==> src/pdcc_cfg.svh <==
// Offsets, field positions and reset values for the device capability/control block.
// Assumes byte addressing on a 32-bit register bus.
`ifndef PDCC_CFG_SVH
`define PDCC_CFG_SVH

// ----------------------------------------
// Register offsets
// ----------------------------------------
`define PDCC_OFS_DEV_CAP      8'hc4
`define PDCC_OFS_DEV_CTL      8'hc8

// ----------------------------------------
// Capabilities word fields
// ----------------------------------------
`define PDCC_CAP_MPS_LSB      0
`define PDCC_CAP_RBE_BIT      15
`define PDCC_CAP_SPLV_LSB     18
`define PDCC_CAP_SPLS_LSB     26

// ----------------------------------------
// Control word fields
// ----------------------------------------
`define PDCC_CTL_CORR_BIT     0
`define PDCC_CTL_NONFATAL_BIT 1
`define PDCC_CTL_FATAL_BIT    2
`define PDCC_CTL_UR_BIT       3
`define PDCC_CTL_MPS_LSB      5
`define PDCC_CTL_AUX_BIT      10

// ----------------------------------------
// Reset values
// ----------------------------------------
`define PDCC_RST_CAP_MPS_SMALL 3'h1
`define PDCC_RST_CAP_MPS_LARGE 3'h2
`define PDCC_RST_RBE           1'h1
`define PDCC_RST_SPL_VALUE     8'h00
`define PDCC_RST_SPL_SCALE     2'h0
`define PDCC_RST_ERR_EN        4'h0
`define PDCC_RST_MPS           3'h0
`define PDCC_RST_AUX           1'h0

// ----------------------------------------
// Bus responses
// ----------------------------------------
`define PDCC_RESP_OKAY        2'h0
`define PDCC_RESP_SLVERR      2'h2

`endif

==> src/pdcc_pkg.sv <==
// Types shared by the device capability/control block.
// Assumes nothing of its surroundings.
package pdcc_pkg;

	// Control outputs to the port logic
	typedef struct packed {
		logic       aux_pm_en;
		logic [2:0] mps;
		logic       ur_en;
		logic       fatal_en;
		logic       nonfatal_en;
		logic       corr_en;
	} pdcc_ctrl_type;

	// Hardware-initialized defaults from eeprom or management port
	typedef struct packed {
		logic       valid;
		logic [2:0] cap_mps;
		logic       role_err;
	} pdcc_load_type;

	// Received slot power limit message
	typedef struct packed {
		logic       valid;
		logic [7:0] value;
		logic [1:0] scale;
	} pdcc_spl_type;

endpackage

==> src/pdcc_axil_slave.sv <==
// AXI4-Lite slave front end for the capability/control registers.
// Assumes the parent decodes addresses and applies the one-cycle write strobe.
`timescale 1ns/1ps
`include "pdcc_cfg.svh"

module pdcc_axil_slave import pdcc_pkg::*; #(
	parameter int ADDR_W = 8
) (
	// Clock, reset, enable
	input  wire logic              clk,
	input  wire logic              reset,
	input  wire logic              ce,
	// Write channels
	input  wire logic [ADDR_W-1:0] s_awaddr,
	input  wire logic              s_awvalid,
	output logic                   s_awready,
	input  wire logic [31:0]       s_wdata,
	input  wire logic [3:0]        s_wstrb,
	input  wire logic              s_wvalid,
	output logic                   s_wready,
	output logic [1:0]             s_bresp,
	output logic                   s_bvalid,
	input  wire logic              s_bready,
	// Read channels
	input  wire logic              s_arvalid,
	output logic                   s_arready,
	output logic [31:0]            s_rdata,
	output logic [1:0]             s_rresp,
	output logic                   s_rvalid,
	input  wire logic              s_rready,
	// Register side
	input  wire logic [31:0]       rd_data,
	input  wire logic              rd_hit,
	input  wire logic              wr_hit,
	output logic                   wr_en,
	output logic [ADDR_W-1:0]      wr_addr,
	output logic [31:0]            wr_data,
	output logic [3:0]             wr_strb
);

	logic aw_full_reg, aw_full_next, w_full_reg, w_full_next;
	logic [ADDR_W-1:0] addr_next;
	logic [31:0] data_next;
	logic [3:0] strb_next;
	logic awready_next, wready_next, bvalid_next, wr_en_next;
	logic [1:0] bresp_next;
	logic arready_next, rvalid_next;
	logic [31:0] rdata_next;
	logic [1:0] rresp_next;

	// ----------------------------------------
	// Write path
	// ----------------------------------------
	always_comb begin
		aw_full_next = aw_full_reg;
		w_full_next  = w_full_reg;
		addr_next    = wr_addr;
		data_next    = wr_data;
		strb_next    = wr_strb;
		bvalid_next  = s_bvalid;
		bresp_next   = s_bresp;
		wr_en_next   = 1'b0;
		if (s_awvalid && s_awready) begin
			aw_full_next = 1'b1;
			addr_next    = s_awaddr;
		end
		if (s_wvalid && s_wready) begin
			w_full_next = 1'b1;
			data_next   = s_wdata;
			strb_next   = s_wstrb;
		end
		if (s_bvalid && s_bready)
			bvalid_next = 1'b0;
		if (aw_full_reg && w_full_reg && !s_bvalid) begin
			aw_full_next = 1'b0;
			w_full_next  = 1'b0;
			bvalid_next  = 1'b1;
			wr_en_next   = wr_hit;
			bresp_next   = wr_hit ? `PDCC_RESP_OKAY : `PDCC_RESP_SLVERR;
		end
		awready_next = !aw_full_next;
		wready_next  = !w_full_next;
	end

	always_ff @(posedge clk) begin
		if (reset) begin
			aw_full_reg <= 1'b0;
			w_full_reg  <= 1'b0;
			wr_addr     <= '0;
			wr_data     <= 32'h0;
			wr_strb     <= 4'h0;
			s_awready   <= 1'b0;
			s_wready    <= 1'b0;
			s_bvalid    <= 1'b0;
			s_bresp     <= `PDCC_RESP_OKAY;
			wr_en       <= 1'b0;
		end else if (ce) begin
			aw_full_reg <= aw_full_next;
			w_full_reg  <= w_full_next;
			wr_addr     <= addr_next;
			wr_data     <= data_next;
			wr_strb     <= strb_next;
			s_awready   <= awready_next;
			s_wready    <= wready_next;
			s_bvalid    <= bvalid_next;
			s_bresp     <= bresp_next;
			wr_en       <= wr_en_next;
		end
	end

	// ----------------------------------------
	// Read path
	// ----------------------------------------
	always_comb begin
		rvalid_next = s_rvalid;
		rdata_next  = s_rdata;
		rresp_next  = s_rresp;
		if (s_rvalid && s_rready)
			rvalid_next = 1'b0;
		if (s_arvalid && s_arready) begin
			rvalid_next = 1'b1;
			rdata_next  = rd_hit ? rd_data : 32'h0;
			rresp_next  = rd_hit ? `PDCC_RESP_OKAY : `PDCC_RESP_SLVERR;
		end
		arready_next = !rvalid_next;
	end

	always_ff @(posedge clk) begin
		if (reset) begin
			s_arready <= 1'b0;
			s_rvalid  <= 1'b0;
			s_rdata   <= 32'h0;
			s_rresp   <= `PDCC_RESP_OKAY;
		end else if (ce) begin
			s_arready <= arready_next;
			s_rvalid  <= rvalid_next;
			s_rdata   <= rdata_next;
			s_rresp   <= rresp_next;
		end
	end

endmodule // pdcc_axil_slave

==> src/pdcc_regs.sv <==
// Device capabilities word and lower half of the device control word of one switch port.
// Assumes synchronous inputs on clk, software access over AXI4-Lite, and a separate power-on reset.
//
// Notes on behaviour
// - Payload capability resets 001b, or 010b with strap
// - Strap or autoload may override payload capability
// - Phantom function capability reads 00b
// - Extended tag capability reads zero
// - Low-power latency fields read-only, reset 000b
// - Role-based error bit resets one, loadable
// - Upstream slot power value captured from message
// - Upstream slot power scale captured likewise
// - Control bits 0-2 error reporting enables
// - Control bit 3 unsupported request enable
// - Relaxed ordering permission reads zero
// - Payload size writable, clamped to capability
// - Extended tag, phantom enables read zero
// - Aux power enable is sticky read-write
// - No-snoop permission reads zero
// - Read request size hardwired 000b
//
// Implementation choice: register access over AXI4-Lite.
`timescale 1ns/1ps
`include "pdcc_cfg.svh"

module pdcc_regs import pdcc_pkg::*; #(
	parameter int ADDR_W   = 8,
	parameter bit UPSTREAM = 1'b1
) (
	// Clock, resets, enable
	input  wire logic              clk,
	input  wire logic              reset,
	input  wire logic              por_reset,
	input  wire logic              ce,
	// Straps and hardware-initialized loads
	input  wire logic              large_payload_strap,
	input  wire pdcc_load_type     hw_load,
	input  wire pdcc_spl_type      spl_msg,
	// Control outputs
	output pdcc_ctrl_type          ctrl,
	// AXI4-Lite slave
	input  wire logic [ADDR_W-1:0] s_awaddr,
	input  wire logic              s_awvalid,
	output logic                   s_awready,
	input  wire logic [31:0]       s_wdata,
	input  wire logic [3:0]        s_wstrb,
	input  wire logic              s_wvalid,
	output logic                   s_wready,
	output logic [1:0]             s_bresp,
	output logic                   s_bvalid,
	input  wire logic              s_bready,
	input  wire logic [ADDR_W-1:0] s_araddr,
	input  wire logic              s_arvalid,
	output logic                   s_arready,
	output logic [31:0]            s_rdata,
	output logic [1:0]             s_rresp,
	output logic                   s_rvalid,
	input  wire logic              s_rready
);

	// ----------------------------------------
	// Helpers
	// ----------------------------------------
	function automatic logic [2:0] clamp_mps(input logic [2:0] req, input logic [2:0] cap);
		clamp_mps = (req > cap) ? cap : req;
	endfunction

	function automatic logic is_mapped(input logic [ADDR_W-1:0] addr);
		is_mapped = (addr == ADDR_W'(`PDCC_OFS_DEV_CAP)) || (addr == ADDR_W'(`PDCC_OFS_DEV_CTL));
	endfunction

	logic [2:0] cap_mps_reg, cap_mps_next;
	logic       rbe_reg, rbe_next;
	logic [7:0] spl_value_reg, spl_value_next;
	logic [1:0] spl_scale_reg, spl_scale_next;
	logic [3:0] err_en_reg, err_en_next;
	logic [2:0] mps_reg, mps_next;
	logic       aux_reg, aux_next;
	logic [31:0] cap_word, ctl_word, rd_data;
	logic        rd_hit, wr_hit, wr_en;
	logic [ADDR_W-1:0] wr_addr;
	logic [31:0] wr_data;
	logic [3:0]  wr_strb;
	logic        ctl_wr_lo, ctl_wr_hi;

	// ----------------------------------------
	// Bus front end
	// ----------------------------------------
	pdcc_axil_slave #(.ADDR_W(ADDR_W)) u_bus (
		.clk       (clk),
		.reset     (reset),
		.ce        (ce),
		.s_awaddr  (s_awaddr),
		.s_awvalid (s_awvalid),
		.s_awready (s_awready),
		.s_wdata   (s_wdata),
		.s_wstrb   (s_wstrb),
		.s_wvalid  (s_wvalid),
		.s_wready  (s_wready),
		.s_bresp   (s_bresp),
		.s_bvalid  (s_bvalid),
		.s_bready  (s_bready),
		.s_arvalid (s_arvalid),
		.s_arready (s_arready),
		.s_rdata   (s_rdata),
		.s_rresp   (s_rresp),
		.s_rvalid  (s_rvalid),
		.s_rready  (s_rready),
		.rd_data   (rd_data),
		.rd_hit    (rd_hit),
		.wr_hit    (wr_hit),
		.wr_en     (wr_en),
		.wr_addr   (wr_addr),
		.wr_data   (wr_data),
		.wr_strb   (wr_strb)
	);

	assign rd_hit    = is_mapped(s_araddr);
	assign wr_hit    = is_mapped(wr_addr);
	assign ctl_wr_lo = wr_en && (wr_addr == ADDR_W'(`PDCC_OFS_DEV_CTL)) && wr_strb[0];
	assign ctl_wr_hi = wr_en && (wr_addr == ADDR_W'(`PDCC_OFS_DEV_CTL)) && wr_strb[1];

	// ----------------------------------------
	// Read word assembly
	// ----------------------------------------
	always_comb begin
		cap_word = 32'h0;
		cap_word[`PDCC_CAP_MPS_LSB +: 3]  = cap_mps_reg;
		cap_word[`PDCC_CAP_RBE_BIT]       = rbe_reg;
		cap_word[`PDCC_CAP_SPLV_LSB +: 8] = spl_value_reg;
		cap_word[`PDCC_CAP_SPLS_LSB +: 2] = spl_scale_reg;
		ctl_word = 32'h0;
		ctl_word[`PDCC_CTL_CORR_BIT]      = err_en_reg[0];
		ctl_word[`PDCC_CTL_NONFATAL_BIT]  = err_en_reg[1];
		ctl_word[`PDCC_CTL_FATAL_BIT]     = err_en_reg[2];
		ctl_word[`PDCC_CTL_UR_BIT]        = err_en_reg[3];
		ctl_word[`PDCC_CTL_MPS_LSB +: 3]  = mps_reg;
		ctl_word[`PDCC_CTL_AUX_BIT]       = aux_reg;
		if (s_araddr == ADDR_W'(`PDCC_OFS_DEV_CAP))
			rd_data = cap_word;
		else if (s_araddr == ADDR_W'(`PDCC_OFS_DEV_CTL))
			rd_data = ctl_word;
		else
			rd_data = 32'h0;
	end

	// ----------------------------------------
	// Capabilities word
	// ----------------------------------------
	always_comb begin
		cap_mps_next   = cap_mps_reg;
		rbe_next       = rbe_reg;
		spl_value_next = spl_value_reg;
		spl_scale_next = spl_scale_reg;
		if (hw_load.valid) begin
			cap_mps_next = hw_load.cap_mps;
			rbe_next     = hw_load.role_err;
		end
		if (UPSTREAM && spl_msg.valid) begin
			spl_value_next = spl_msg.value;
			spl_scale_next = spl_msg.scale;
		end
	end

	always_ff @(posedge clk) begin
		if (reset) begin
			cap_mps_reg   <= large_payload_strap ? `PDCC_RST_CAP_MPS_LARGE : `PDCC_RST_CAP_MPS_SMALL;
			rbe_reg       <= `PDCC_RST_RBE;
			spl_value_reg <= `PDCC_RST_SPL_VALUE;
			spl_scale_reg <= `PDCC_RST_SPL_SCALE;
		end else if (ce) begin
			cap_mps_reg   <= cap_mps_next;
			rbe_reg       <= rbe_next;
			spl_value_reg <= spl_value_next;
			spl_scale_reg <= spl_scale_next;
		end
	end

	// ----------------------------------------
	// Control word, port reset domain
	// ----------------------------------------
	always_comb begin
		err_en_next = err_en_reg;
		mps_next    = mps_reg;
		if (ctl_wr_lo) begin
			err_en_next = wr_data[`PDCC_CTL_UR_BIT:`PDCC_CTL_CORR_BIT];
			mps_next    = clamp_mps(wr_data[`PDCC_CTL_MPS_LSB +: 3], cap_mps_reg);
		end else begin
			// Keep the setting legal if the capability is reloaded lower
			mps_next = clamp_mps(mps_reg, cap_mps_reg);
		end
	end

	always_ff @(posedge clk) begin
		if (reset) begin
			err_en_reg <= `PDCC_RST_ERR_EN;
			mps_reg    <= `PDCC_RST_MPS;
		end else if (ce) begin
			err_en_reg <= err_en_next;
			mps_reg    <= mps_next;
		end
	end

	// ----------------------------------------
	// Sticky aux power enable, power-on reset only
	// ----------------------------------------
	always_comb begin
		aux_next = aux_reg;
		if (ctl_wr_hi)
			aux_next = wr_data[`PDCC_CTL_AUX_BIT];
	end

	always_ff @(posedge clk) begin
		if (por_reset)
			aux_reg <= `PDCC_RST_AUX;
		else if (ce && !reset)
			aux_reg <= aux_next;
	end

	assign ctrl = '{aux_pm_en: aux_reg, mps: mps_reg, ur_en: err_en_reg[3], fatal_en: err_en_reg[2],
			nonfatal_en: err_en_reg[1], corr_en: err_en_reg[0]};

	// ----------------------------------------
	// Assertions
	// ----------------------------------------
	property p_cap_mps_reset;
		@(posedge clk) reset |=> (cap_mps_reg == ($past(large_payload_strap) ? 3'h2 : 3'h1));
	endproperty
	a_cap_mps_reset: assert property (p_cap_mps_reset) else $error("payload capability reset wrong");

	property p_cap_mps_load;
		@(posedge clk) disable iff (reset) ce && hw_load.valid |=> cap_mps_reg == $past(hw_load.cap_mps);
	endproperty
	a_cap_mps_load: assert property (p_cap_mps_load) else $error("payload capability load lost");

	property p_cap_fixed_zero;
		@(posedge clk) disable iff (reset) s_arvalid && s_arready && s_araddr == ADDR_W'(`PDCC_OFS_DEV_CAP)
			|=> s_rvalid && s_rdata[14:3] == 12'h000 && s_rdata[17:16] == 2'h0 && s_rdata[31:28] == 4'h0;
	endproperty
	a_cap_fixed_zero: assert property (p_cap_fixed_zero) else $error("capability fixed bits nonzero");

	property p_rbe_reset;
		@(posedge clk) reset ##1 !reset && !hw_load.valid |-> rbe_reg;
	endproperty
	a_rbe_reset: assert property (p_rbe_reset) else $error("role-based error bit not set after reset");

	property p_spl_capture;
		@(posedge clk) disable iff (reset) ce && spl_msg.valid |=>
			spl_value_reg == (UPSTREAM ? $past(spl_msg.value) : 8'h00)
			&& spl_scale_reg == (UPSTREAM ? $past(spl_msg.scale) : 2'h0);
	endproperty
	a_spl_capture: assert property (p_spl_capture) else $error("slot power limit not captured");

	property p_err_en_write;
		@(posedge clk) disable iff (reset) ce && ctl_wr_lo |=> ctrl.corr_en == $past(wr_data[0])
			&& ctrl.nonfatal_en == $past(wr_data[1]) && ctrl.fatal_en == $past(wr_data[2])
			&& ctrl.ur_en == $past(wr_data[3]);
	endproperty
	a_err_en_write: assert property (p_err_en_write) else $error("error enables not written");

	property p_ctl_fixed_zero;
		@(posedge clk) disable iff (reset) s_arvalid && s_arready && s_araddr == ADDR_W'(`PDCC_OFS_DEV_CTL)
			|=> s_rdata[4] == 1'b0 && s_rdata[9:8] == 2'h0 && s_rdata[15:11] == 5'h00 && s_rdata[31:16] == 16'h0;
	endproperty
	a_ctl_fixed_zero: assert property (p_ctl_fixed_zero) else $error("control fixed bits nonzero");

	property p_mps_clamp;
		@(posedge clk) disable iff (reset) ce && ctl_wr_lo && !hw_load.valid |=>
			mps_reg == (($past(wr_data[7:5]) > $past(cap_mps_reg)) ? $past(cap_mps_reg) : $past(wr_data[7:5]));
	endproperty
	a_mps_clamp: assert property (p_mps_clamp) else $error("payload size not clamped");

	property p_aux_sticky;
		@(posedge clk) reset && !por_reset |=> aux_reg == $past(aux_reg);
	endproperty
	a_aux_sticky: assert property (p_aux_sticky) else $error("aux enable lost on port reset");

	property p_aux_por;
		@(posedge clk) por_reset |=> !aux_reg;
	endproperty
	a_aux_por: assert property (p_aux_por) else $error("aux enable not cleared by power-on reset");

	property p_unmapped_read;
		@(posedge clk) disable iff (reset) s_arvalid && s_arready && !is_mapped(s_araddr)
			|=> s_rresp == 2'h2 && s_rdata == 32'h0;
	endproperty
	a_unmapped_read: assert property (p_unmapped_read) else $error("unmapped read answered wrongly");

	property p_ctrl_reset;
		@(posedge clk) reset |=> ctrl.mps == 3'h0 && !ctrl.ur_en && !ctrl.fatal_en && !ctrl.nonfatal_en && !ctrl.corr_en;
	endproperty
	a_ctrl_reset: assert property (p_ctrl_reset) else $error("control enables not cleared by reset");

	property p_aux_write;
		@(posedge clk) ce && ctl_wr_hi && !reset && !por_reset |=> aux_reg == $past(wr_data[`PDCC_CTL_AUX_BIT]);
	endproperty
	a_aux_write: assert property (p_aux_write) else $error("aux enable not written");

	property p_mps_bounded;
		@(posedge clk) disable iff (reset) ce && !hw_load.valid |=> mps_reg <= $past(cap_mps_reg);
	endproperty
	a_mps_bounded: assert property (p_mps_bounded) else $error("payload size above capability");

	property p_ce_freeze;
		@(posedge clk) disable iff (reset) !ce |=> $stable(cap_mps_reg) && $stable(rbe_reg) && $stable(spl_value_reg)
			&& $stable(spl_scale_reg) && $stable(err_en_reg) && $stable(mps_reg);
	endproperty
	a_ce_freeze: assert property (p_ce_freeze) else $error("state moved while clock enable low");

endmodule // pdcc_regs

==> config.mk <==
export PLATFORM = sky130hd
export DESIGN_NAME = pdcc_regs
export DESIGN_NICKNAME = d
export VERILOG_FILES = /design/src/pdcc_pkg.sv /design/src/pdcc_axil_slave.sv /design/src/pdcc_regs.sv
export VERILOG_INCLUDE_DIRS = /design/src /design/src/src
export SDC_FILE = /design/constraint.sdc
export NUM_CORES = 1
export LEC_CHECK = 0
export BUFFER_PORTS_ARGS = -buffer_cell sky130_fd_sc_hd__buf_4
export CAP_MARGIN = 0
export CORE_UTILIZATION = 47
export DETAILED_ROUTE_END_ITERATION = 6
export GPL_TIMING_DRIVEN = 0
export PLACE_DENSITY = 0.86
export SYNTH_ARGS = -nofsm -noshare
export SYNTH_HDL_FRONTEND = slang
export SYNTH_SLANG_ARGS = --single-unit
export TNS_END_PERCENT = 5
==> constraint.sdc <==
create_clock -name clk -period 1.96 [get_ports clk]
set_clock_uncertainty 0.15 [all_clocks]
set_input_delay 0 -clock clk [delete_from_list [all_inputs] [get_ports clk]]
set_output_delay 0 -clock clk [all_outputs]
set_load 0.02 [all_outputs]
* Word-level counts from Yosys, hierarchy flattened *
Cells that the tools add are included.

word-level totals
  output and inout port bits = 49
  input port bits = 78
  latch bits = 0
  memory bits (read-only) = 0
  bits in registers = 87
  word-level logic and storage cells = 81
  memories = 0
  memory bits (writable) = 0

cells by class
  magnitude comparators = 2
  multiplexer cells = 21
  eq/ne operators = 4
  div/mod/pow operators = 0
  $mul = 0
  bitwise gates (word level) = 0
  $add $sub $neg = 0
  shifts and indexed selects = 0
  reduce and logical (&&, ||, !) cells = 33

operators by type and width
  kind                                         count
  28-bit 2-to-1 mux                            2
  8-bit equality test (second input constant)  4
  2-bit AND reduction                          11
  3-bit 2-to-1 mux                             6
  1-bit logical AND                            11
  11-bit 2-to-1 mux                            1
  1-bit 2-to-1 mux                             9
  2-bit nonzero test                           4
  3-bit greater-than comparator                2
  2-bit 2-to-1 mux                             3
  1-bit zero test                              5
  1-bit logical OR                             2

* Logic depth before layout (Yosys ltp) *
Gate-level depths: netlist of run 1.

  word-level depth = 5
  mapped depth = 7
  gate-level depth less buffers = 7

* Cells and area by module *
A second synthesis of run 1 with hierarchy kept.

second synthesis, totals
  cells, all modules = 527
  area total of the unflattened synthesis = 4304.1 um2

by module, submodules not included
  module           times used  seq. area each (um2)  area each (um2)  cells each
  pdcc_axil_slave  1           1721.7                3089.2           383
  pdcc_regs        1           470.5                 1214.9           144

* Least setup slack after synthesis of run 1 *
Ideal clock, no wire load.

  path type = reg2reg
  from = reg mps_reg[1]
  to = reg mps_reg[0]
  period minus slack after synthesis = 1.778 ns
  path buffers = 0
  arrival time = 1.559 ns
  cell stages (with the launch flop) = 7
  setup time = 0.070 ns
  data required time = 1.740 ns
  setup slack = 0.182 ns
  cells stage by stage = dfxtp_1 -> ha_1 -> nor2b_1 -> o31ai_1 -> a311oi_1 -> or2_2 -> a21oi_1

on the way
  longest elaborated chain between the ends = 3

ends and longest elaborated chain
  item                                  RTL line          source
  start, declared                       pdcc_regs.sv:77   logic [2:0] mps_reg, mps_next;
  start signal, assigned                pdcc_regs.sv:197  mps_reg <= `PDCC_RST_MPS;
  start signal, assigned                pdcc_regs.sv:200  mps_reg <= mps_next;
  3-bit greater-than comparator         pdcc_regs.sv:65   clamp_mps = (req > cap) ? cap : req;
  2-bit nonzero test (no source line)   -
  2-bit AND reduction (no source line)  -

No other way between the ends.
A chain may end at the register's enable or synchronous reset.

* Final worst setup path of run 1 *
  from = reg cap_mps_reg[1]
  to = reg mps_reg[0]

on the way
  longest elaborated chain between the ends = 3
  elaborated cells on any way between the ends = 6
  classes of those cells = 2 x order compare; 2 x mux; 2 x reduce/logical

ends and longest elaborated chain
  item                                                            RTL line          source
  start, declared                                                 pdcc_regs.sv:72   logic [2:0] cap_mps_reg, cap_mps_next;
  start signal, assigned                                          pdcc_regs.sv:167  cap_mps_reg <= large_payload_strap ? `PDCC_RST_CAP_MPS_LARGE : `PDCC_RST_CAP_MPS_SMALL;
  start signal, assigned                                          pdcc_regs.sv:172  cap_mps_reg <= cap_mps_next;
  3-bit greater-than comparator                                   pdcc_regs.sv:65
  3-bit 2-to-1 mux / 2-bit nonzero test (equally long branches)   -
  3-bit 2-to-1 mux / 2-bit AND reduction (equally long branches)  -

Several ways; a longest one is shown, not always the timed one.

==> metrics list, run 1 <==
- Status: complete, no violations
* Most instantiated flip-flop cell in the synthesis netlist: dfxtp_1
- Number of cells on the critical path: 7
- Critical path required time: 2090 ps
- Number of buffer cells added on primary ports: 84
- In the final layout, the share of cells above drive strength 1 is 32.3%.
- Number of cells on the worst hold path: 3
- Post-Place Setup Slack: 16.9 ps
- The share of total power dissipated in combinational logic is 13.9%.
- At the later pin of the worst-skew pair, clock insertion delay measures 350 ps.
* Internal portion of total power: 2.55 mW
* Standby leakage power: 1.99 nW
- Summing the areas of all and, or, nand and nor instances in the mapped netlist gives 21.3% of the synthesized area.
- Total net switching power: 0.835 mW
- Counting flops and latches in the post-synthesis netlist gives 69.
- Static timing analysis puts the maximum clock frequency at 0.527 GHz.
- The die covers 6690 sq um.
* Number of buffers created by CTS: 9
- Cells traversed along the worst timing path: inv_2 > ha_1 > nor2b_4 > o31ai_2 > a311oi_2 > or2_4 > a21oi_1
- Across the whole layout, storage elements account for 1410 sq um.
- Endpoint of the worst setup timing path: mps_reg[0]$_SDFFE_PP0P_
- Headroom to the max-slew limit came out at 53.3%.
* Routed length on met1: 3530 um
- Leading post-synthesis cells by cell area: dfxtp_1 44%, nand2_1 8.2%, a21oi_1 6.2%, a22oi_2 4.2%, mux2i_1 4.0%
- First-pass DRT Iterations: 4
* Core Region: 6030 sq um
* Bufs on Longest Clock Path: 2
* # fillers: 432
- Worst min-delay path category: in -> reg
- After synthesis, the largest family of logic cells by area is simple AND/OR/NAND/NOR gates.
- Top routing layer in use: met4
- # H-tree levels: 3
* Final HPWL DP: 5720 um
* Number of nets at the end of the flow: 571
- Once detail routing completed, the nets flagged for antenna violations numbered 0.
- In this run the biggest area consumer among cell types represents 44.2% of the synthesized area.
* Fin. max-slew vios: 0
- Time the worst path needs with I/O delays and setup: 1900 ps
- Summing the areas of all compound-gate instances in the mapped netlist gives 17.1% of the synthesized area.
* Via-to-Cell Ratio: 5.18
- Arrival @ worst endpoint: 2030 ps
- The number of placed instances, taps included, is 504.
- Pin count of the biggest net entering global routing: 14
- Wire length per cell after detailed routing: 15.3 um
- The number of antenna diodes in the final layout is 0.
- The worst setup path is launched from a register.
- Top-level port count: 127
- X dimension of the die: 81.8 um
- Buffers added to address setup during post-CTS repair amount to 0.
- Wire segments on met2 add up to 4490 um in the final route.
* Final-report setup violation count: 0
- Final weighted congestion of routability-driven global placement: 0.837
- Root Buffer: clkbuf_8
- TritonCTS built the clock tree.
- Met3 WL: 469 um
- Number of antenna violations at the first check in global routing: 0
- Max FO, Critical Path: 4
- Unrepaired setup endpoints after global routing: true
- The slowest stage of the critical path is the edfxtp_1 cell.
* Number of cells in the finished layout apart from fillers: 567
- Peak per-stage delay on the critical path: 450 ps
- By startpoint and endpoint, the worst setup path is classified as reg -> reg.
* Final worst slack: 61.1 ps
- Share of total power consumed by net switching: 24.6%
- The number of cells on the worst reg-to-reg path is 7.
* Buffering stage count on the worst path with inverters included: 1
* Yosys top cell by area: dfxtp_1
- Overflow left after global routing: 0
- Crit path launch: cap_mps_reg[1]$_DFFE_PP_
- Clock slew at reported path FFs: 70 ps
- Across every metal layer, demand over resource in global routing totals 26.8%.
* Sequential-to-total area share from yosys stat: 47.2%
- The number of different library cells used by synthesis comes to 45.
- The worst setup path is captured at a register.
- Site Rows: 28
* Starting Density: 49.6%
* Routed vias: 2935
* Startpoint of the worst hold path: ce
* Residual DRC count: 0
- Power Dens Cells: 750 nW/um^2
* Average cell area after synthesis: 9.03 sq um
* Count of flip-flops with a built-in enable after synthesis: 3
- Async S/R FF share, synth: 0%
- Syn Inst Count: 331
- Vias in the first global route: 2910
- Overall routed net length: 8680 um
- The startpoint identified for the worst register-to-register timing path is cap_mps_reg[1]$_DFFE_PP_.
* Leading cell type in the layout, fill and taps excluded: buf_4
- Flip-flop count of the largest register, all copies and words added: 19
- Among cell families on the critical path, the largest total delay comes from compound AO/OA/AOI/OAI gates.
- Dividing the final minimum period by the clock period gives 96.9%.
* Area occupied by multi-input gates: 1450 sq um
* Share of synthesized area spent on multiplexers: 4.39%
* Wire length of the first global-routing pass: 13200 um
- Worst voltage drop across the vdd grid: 0.419 mV
- Xor-xnor portion of the synthesized cell area: 0.293%
* Portion of total power attributed to the clock network: 41.7%
* Register with the most flip-flops: u_bus.s_rdata
- Netlist area before placement: 2990 sq um
- Compared with the post-synthesis result, the final layout area differs by 51.0%.
- Of the total synthesized cell area, the portion taken by full adders, half adders and majority gates is 2.51%.
* Leading cell types in the layout, fill and taps excluded: 100 x buf_4, 66 x dfxtp_1, 65 x nand2_1, 47 x dlygate4sd3_1, 35 x a21oi_1
- For flop-to-flop paths, the worst setup slack is 60 ps.
* Number of warnings reported in the yosys synthesis log: 0
- The endpoint identified for the worst register-to-register timing path is mps_reg[0]$_SDFFE_PP0P_.
- Die Span Y: 81.8 um
- Sequential cells account for 44.3% of the total power.
- The first routing iteration left 147 violations.
- The tool flagged a number of max-cap violations equal to 0.
* Sink count of the clock tree: 69
* Actual transition at the worst max-transition pin: 700 ps
- The final number of hold-violating endpoints came to 0.
worst min-delay path, stage by stage:
cell and delay [ps]:
buf_4 120, and3_2 230, o211a_1 140
metrics by stage:
step	TNS, ps	instance area (sq um)	utilization (%)	hold WS [ps]	power (mW)
6_report	0	4520	75.0	19.5	3.39
5_1_grt	-9.45	4520	75.0	32.7	3.51
4_1_cts	0	4490	74.5	9.48	3.36
3_5_place_dp	0	3770	62.5	13.3	1.89
3_3_place_gp	0	3770	62.5	16.8	1.88
2_1_floorplan	0	3040	-	-77.6	1.73
power groups by stage:
stage	registers (mW)	clock network (mW)	logic (mW)
6_report	1.50	1.41	0.472
5_1_grt	1.51	1.49	0.510
4_1_cts	1.50	1.42	0.444
3_5_place_dp	1.53	0	0.361
3_3_place_gp	1.53	0	0.349
2_1_floorplan	1.54	0	0.195
cells by family after synthesis:
group	Yosys count
buffers and inverters	37
AOI/OAI and AO/OA	72
other	1
DFF	69
adders and majority gates	6
muxes	13
and+or+nand+nor	132
xor gates and xnor gates	1
routing by layer:
layer | up-vias | track usage, %
li1 | 1422 | -
met1 | 1384 | 29.0
met2 | 114 | 48.7
met3 | 15 | 7.44
met4 | 0 | 10.9
met5 | - | 0
Yosys cell counts (2+ instances only):
library cell and number:
a22oi_1 7, clkbuf_1 6, and3_1 2, o211a_1 2, dfxtp_1 66, ha_1 6, inv_1 7, a21oi_1 37
mux2i_1 12, o21a_1 2, a211oi_1 3, nand4_1 2, a2bb2oi_1 3, nor2_2 10, buf_2 5, nor4_4 2
edfxtp_1 3, nand2b_1 3, o31ai_1 4, and2_1 2, nor2_1 27, nand3_1 7, buf_4 16, a22oi_2 10
nor2b_1 3, nand2_1 65
final cells by class:
type / instances / area share [%]
repair buffers: 131 / 24.4
clock buffers: 9 / 2.74
well taps: 75 / 2.08
flip-flops and latches: 69 / 31.2
plain buffers: 30 / 4.16
multi-input cells: 239 / 32.1
inverters: 7 / 0.582
clock inverters: 7 / 2.69
what timing repair did:
action,CTS,global route
endpoints found under the setup margin,3,3
hold endpoints to repair,43,0
hold buffers,47,0
gates cloned,0,0
gates resized for setup,1,8
pin swaps,0,4
how the worst min path moves through the flow:
| stage | endpoint | slack, ps |
|---|---|---|
| global route | u_bus.s_rresp[1]$_SDFFE_PP0P_ | 30 |
| finish | u_bus.s_rresp[1]$_SDFFE_PP0P_ | 20 |
| floorplan | aux_reg$_SDFFE_PP0P_ | -80 |
| global placement | aux_reg$_SDFFE_PP0P_ | 20 |
| detailed placement | aux_reg$_SDFFE_PP0P_ | 10 |
| CTS | spl_value_reg[2]$_SDFFE_PP0P_ | 9 |
(Power assumes the default switching activity.)
==> run 2: changes to the inputs <==
CORE_UTILIZATION = 51   (was 47)
GPL_TIMING_DRIVEN = unset   (was 0)
PLACE_DENSITY = 0.92   (was 0.86)
clock period = 2.45 ns   (was 1.96 ns; I/O delays follow)
==> run 2 against run 1 <==
Against the previous run:
- die area fell by 7.7%
- sequential power down 20%
- critical path depth is the same
- flip-flop and latch count unchanged
- register-to-register slack gained 370 ps
- core utilization increased by 4.8 points
- combinational power down 26%
- wire length rose by 2.8%
- hold slack improved by 19 ps
- critical endpoint is now u_bus.s_rvalid$_SDFFE_PP0P_
- largest power group unchanged
==> metrics list, run 2 (synthesized netlist as in run 1, its figures left out) <==
- Gates resized during post-CTS repair numbered 0.
* Leading cell type in the layout, fill and taps excluded: buf_4
* Relative area change from synthesis to final layout: 48.7%
- Number of antenna violations at the first check in global routing: 0
- Final hold analysis gives a worst-case slack of 38.7 ps.
* Overflow left after global routing: 0
* Number of cells in the finished layout apart from fillers: 555
- Highest Clock Rate: 0.471 GHz
* Wire length per cell after detailed routing: 16.1 um
- CTS tree: yes
* Leading cell types in the layout, fill and taps excluded: 87 x buf_4, 66 x dfxtp_1, 65 x nand2_1, 65 x dlygate4sd3_1, 37 x a21oi_1
- Sink count of the clock tree: 69
* Actual transition at the worst max-transition pin: 546 ps
* Critical path required time: 2520 ps
- Clock-pin slew was measured on the worst setup and hold paths at 90 ps.
- The floorplan step defined a core boundary enclosing 5570 sq um.
* Launching element type of the critical path: input pin
- In the global route stage, overall resource usage came out at 30.7%.
- Overall routed net length: 8920 um
- Normalized max-slew margin: 63.3%
- The number of global-route vias before repair is 3140.
- The die is 78.6 um tall.
- In the routed layout, each cell is associated on average with a via count of 5.45.
- Across all setup checks in the final design, the least slack found is 329 ps.
- Post-Place Setup Slack: 450 ps
- The setup path with the least slack is of type in -> reg.
- At the later pin of the worst-skew pair, clock insertion delay measures 350 ps.
* X dimension of the die: 78.6 um
* Antenna Diode Count: 0
* Worst voltage drop across the vdd grid: 0.311 mV
- First-pass DRT Iterations: 5
- Arrival @ worst endpoint: 2190 ps
- The tree is rooted in a clkbuf_8.
- The analysis attributes to cell leakage a power of 1.97 nW.
- # fillers: 361
- Number of max-cap violations: 0
* Time the worst path needs with I/O delays and setup: 2120 ps
- Post-route core utilization: 79.8%
* Unrepaired setup endpoints after global routing: false
- Number of buffer cells added on primary ports: 85
* Top-level port count: 127
- The worst path uses 86.6% of the clock period.
- Fin. max-slew vios: 0
- At the end of the flow, the number of nets in the layout was 562.
- # H-tree levels: 3
* Max FO, Critical Path: 23
- Final sum of negative setup slack: 0 ps
* Worst min-delay path category: in -> reg
- Starting Density: 53.6%
- Counting the buffers created by CTS gives 9.
- Register with the most flip-flops: u_bus.s_rdata
* Placed Instance Area: 3600 sq um
- The post-route netlist has 27.3% of its cells at a drive strength greater than 1.
- The setup check on the worst reg-to-reg path leaves a slack of 430 ps.
* Wire length of the first global-routing pass: 14500 um
- Counting tap cells, the placed design contains a total of 474 instances.
- In this run the deepest clock path goes through 2 buffers.
- The run finished with clean final reports.
* Final-report setup violation count: 0
- Power Dens Cells: 561 nW/um^2
* Final weighted congestion of routability-driven global placement: 0.784
* Critical Path Sink Type: register
* Die Footprint: 6170 sq um
* Starting DRT DRC Count: 175
- Entering global routing, the biggest net connects 39 pins.
- The finished cells cover 4450 sq um.
- Hold Vio Cnt, Final: 0
- The detail route stage leaves a number of antenna-violating nets equal to 0.
- The register with the most flip-flops in the layout has 19 of them.
* Final HPWL DP: 5050 um
* Site Rows: 27
* Routed vias: 3027
- Number of setup buffers added after CTS: 0
- For this run, design rule violations remaining after detail routing come to 0.
* PnR Total Power: 2.50 mW
-- run 2: cell type report --
| cell class | instances | area, sq um | area share (%) |
|---|---|---|---|
| Clock buffer | 10 | 138 | 3.09 |
| Sequential cell | 69 | 1410 | 31.7 |
| Multi-Input combinational cell | 239 | 1420 | 31.9 |
| Inverter | 7 | 26.3 | 0.591 |
| Timing Repair Buffer | 152 | 1300 | 29.3 |
| Clock inverter | 6 | 61.3 | 1.38 |
| Tap cell | 72 | 90.1 | 2.03 |
-- run 2: repair_timing --
action                                  in CTS  in global routing
hold buffers                                65                  0
hold endpoints to repair                    45                  0
endpoints found under the setup margin       0                  0
-- run 2: path summary, 6_finish.rpt --
| kind | startpoint | to | depth (start not counted) |
|---|---|---|---|
| setup reg to reg | cap_mps_reg[1]$_DFFE_PP_ | mps_reg[0]$_SDFFE_PP0P_ | 7 |
| hold reg to reg | spl_value_reg[3]$_SDFFE_PP0P_ | spl_value_reg[3]$_SDFFE_PP0P_ | 2 |
| setup / recovery | ce | u_bus.s_rvalid$_SDFFE_PP0P_ | 7 |
| hold / removal | spl_msg[10] | spl_value_reg[3]$_SDFFE_PP0P_ | 4 |
-- run 2: report_power, final --
| part | switching, mW | internal, mW |
|---|---|---|
| clock network | 0.450 | 0.496 |
| logic | 0.172 | 0.178 |
| registers | 0.0350 | 1.17 |
| total | 0.657 | 1.84 |
-- run 2: worst max-delay path, stage by stage --
cell	delay [ps]
dlygate4sd3_1	520
buf_4	260
nand2_1	70
dlygate4sd3_1	570
a21oi_1	160
dlygate4sd3_1	570
nor2_1	40
-- run 2: metal layers --
metal  global-route usage (%)  vias up  part of all wire (%)
li1                         -     1405                     -
met1                     32.8     1456                    36
met2                     54.9      135                    53
met3                     7.79       31                   7.2
met4                     16.7        0                   3.3
met5                        0        -                     0
==> run 3: changes to the inputs <==
PLACE_DENSITY = 0.85   (was 0.92)
SKIP_LAST_GASP = 1   (was unset)
clock period = 2.7 ns   (was 2.45 ns; I/O delays follow)
==> run 3 against run 2 <==
Against the previous run:
- global-route usage fell by 3.0 points
- core utilization fell by 2.6 points
- final cell count fell by 3.2%
- first-iteration DRC count fell by 14%
- sequential share of layout area rose by 1.1 points
- worst setup slack improved by 380 ps
- flip-flop and latch count did not move
- critical path type is now reg -> reg
- largest cell class unchanged
- largest power group unchanged
- highest routed layer unchanged
==> metrics list, run 3 (synthesized netlist as in run 1, its figures left out) <==
- Of the total power, combinational logic draws 13.0%.
- Data on the critical path arrives at its endpoint at 2060 ps.
- Bufs on Longest Clock Path: 2
- After detailed routing, the number of remaining DRC violations is 0.
- Placed Instance Area: 3590 sq um
- For this run, the top clock speed supported by timing is 0.503 GHz.
- In this run, the clock network consumes 40.2% of the power.
- Number of nets at the end of the flow: 544
- The floorplan step set the die height to 78.6 um.
- Summing all flip-flop and latch instances after layout gives 1410 sq um.
- Number of max-cap violations: 0
- The initialized floorplan defines 27 standard-cell rows.
- In the final layout, the multi-input gates occupy 1420 sq um.
* Leading cell type in the layout, fill and taps excluded: buf_4
* Number of cells in the finished layout apart from fillers: 537
* Overall routed net length: 8010 um
- 0 antenna diodes ended up in the layout.
* Internal portion of total power: 1.75 mW
- Net switching is 24.8% of the power.
* # H-tree levels: 3
* Number of setup buffers added after CTS: 0
- Ranked by flip-flop count, first place goes to u_bus.s_rdata.
- Final-report setup violation count: 0
* Post-CTS resize count: 0
* CTS tree: yes
- In the final routed layout, each cell accounts on average for 14.9 um.
- Once the floorplan was initialized, standard cells occupied 53.6% of the core.
- VDD sags by at most 0.431 mV.
- Clock slew at reported path FFs: 80 ps
- First-pass DRT Iterations: 4
* Launching element type of the critical path: register
- After filler insertion, the fill cell instance count of the layout stands at 384.
- Summed over all failing endpoints, the final setup total negative slack is 0 ps.
* Status: complete, no violations
* Top-level port count: 127
- With fillers left out, the area of the finished cells amounts to 4300 sq um.
* GRT Resource Usage Total: 27.7%
- The die covers 6170 sq um.
- The later pin in the worst-skew pair is clocked with a latency of 350 ps.
* Number of buffer cells added on primary ports: 85
- For this block, the initial DRC count from the detailed router was 150.
* Overflow left after global routing: 0
- After layout, the worst path uses 73.6% of the clock period.
- Along the worst hold path, the cell count comes to 2.
- Standby leakage power: 1.86 nW
- CTS saw 69 sinks.
* Time the worst path needs with I/O delays and setup: 1990 ps
- Number of antenna violations at the first check in global routing: 0
- Registers are responsible for 46.8% of the overall power.
- Max FO, Critical Path: 4
- Measured in cells, the most critical reg-to-reg path has a length of 7.
- Leading cell types in the layout, fill and taps excluded: 86 x buf_4, 66 x dfxtp_1, 65 x nand2_1, 48 x dlygate4sd3_1, 37 x a21oi_1
- Core Region: 5570 sq um
- Pin count of the biggest net entering global routing: 65
- Total net switching power: 0.577 mW
- The post-route netlist has 28.0% of its cells at a drive strength greater than 1.
- The number of placed instances, taps included, is 473.
- For the pin with the worst max-slew slack, the measured transition is 682 ps.
* Final weighted congestion of routability-driven global placement: 0.800
- Final HPWL DP: 4920 um
- Worst setup path class: reg -> reg
- For the worst setup path, the data required time is 2770 ps.
- Fin. max-slew vios: 0
* Relative area change from synthesis to final layout: 43.8%
- Antenna-violating nets left: 0
* Hold Vio Cnt, Final: 0
- Summing over every cut layer, the via total after detailed routing is 2820.
* Flip-flop count of the largest register, all copies and words added: 19
- Critical Path Sink Type: register
- Vias in the first global route: 2813
* Wire length of the first global-routing pass: 12900 um
* Root Buffer: clkbuf_8
- For this design the ratio of total power to cell area is 541 nW/um^2.
- Via-to-Cell Ratio: 5.25
- Unrepaired setup endpoints after global routing: false
* Number of buffers created by CTS: 9
- Headroom to the max-slew limit came out at 54.6%.
* Worst min-delay path category: in -> reg
- The die is 78.6 um wide.
## run 3: worst paths after layout
kind	from	endpoint	slack, ps
worst max-delay path	cap_mps_reg[1]$_DFFE_PP_	mps_reg[2]$_SDFFE_PP0P_	710
worst max register to register	cap_mps_reg[1]$_DFFE_PP_	mps_reg[2]$_SDFFE_PP0P_	710
worst min register to register	u_bus.wr_data[3]$_SDFFE_PP0P_	u_bus.wr_data[3]$_SDFFE_PP0P_	310
worst min-delay path	reset	u_bus.s_rdata[24]$_SDFFE_PP0P_	10
## run 3: power groups by stage
stage / Clock (mW) / Combinational [mW] / Sequential, mW
finish: 0.937 / 0.301 / 1.09
CTS: 0.936 / 0.296 / 1.09
floorplan: 0 / 0.141 / 1.12
global placement: 0 / 0.228 / 1.11
global route: 0.989 / 0.328 / 1.09
detailed placement: 0 / 0.237 / 1.11
## run 3: worst max-delay path, cell delays in order (launching register included)
cell and delay [ps]:
edfxtp_1 400, inv_1 80, ha_1 290, nor2b_1 130
o31ai_1 80, a311oi_1 460, or2_2 220, a21oi_1 70
## run 3: cell type report
| type | instances | share of cell area, % |
|---|---|---|
| repair buffers | 134 | 26.2 |
| flip-flops and latches | 69 | 32.8 |
| inverters | 7 | 0.611 |
| well taps | 72 | 2.09 |
| multi-input cells | 239 | 33.0 |
| clock inverters | 4 | 1.19 |
| clock buffers | 12 | 4.13 |
## run 3: metal layers
layer,up-vias,track usage [%],wire (um)
li1,1369,-,-
met1,1341,30.0,3170
met2,94,50.3,4250
met3,16,6.63,382
met4,0,13.0,206
met5,-,0,0
## run 3: timing repair
action / in CTS / in global routing
endpoints found under the setup margin: 0 / 0
hold endpoints to repair: 42 / 0
hold buffers: 48 / 0
## run 3: metrics by stage
| step | power [mW] | util (%) | setup WS (ps) | hold slack [ps] |
|---|---|---|---|---|
| 6_report | 2.33 | 77.1 | 714 | 12.7 |
| 5_1_grt | 2.41 | 77.1 | 493 | 34.7 |
| 4_1_cts | 2.32 | 77.1 | 734 | 6.73 |
| 3_5_place_dp | 1.35 | 64.4 | 753 | 17.2 |
| 3_3_place_gp | 1.34 | 64.4 | 832 | 16.3 |
| 2_1_floorplan | 1.26 | - | 922 | -77.6 |
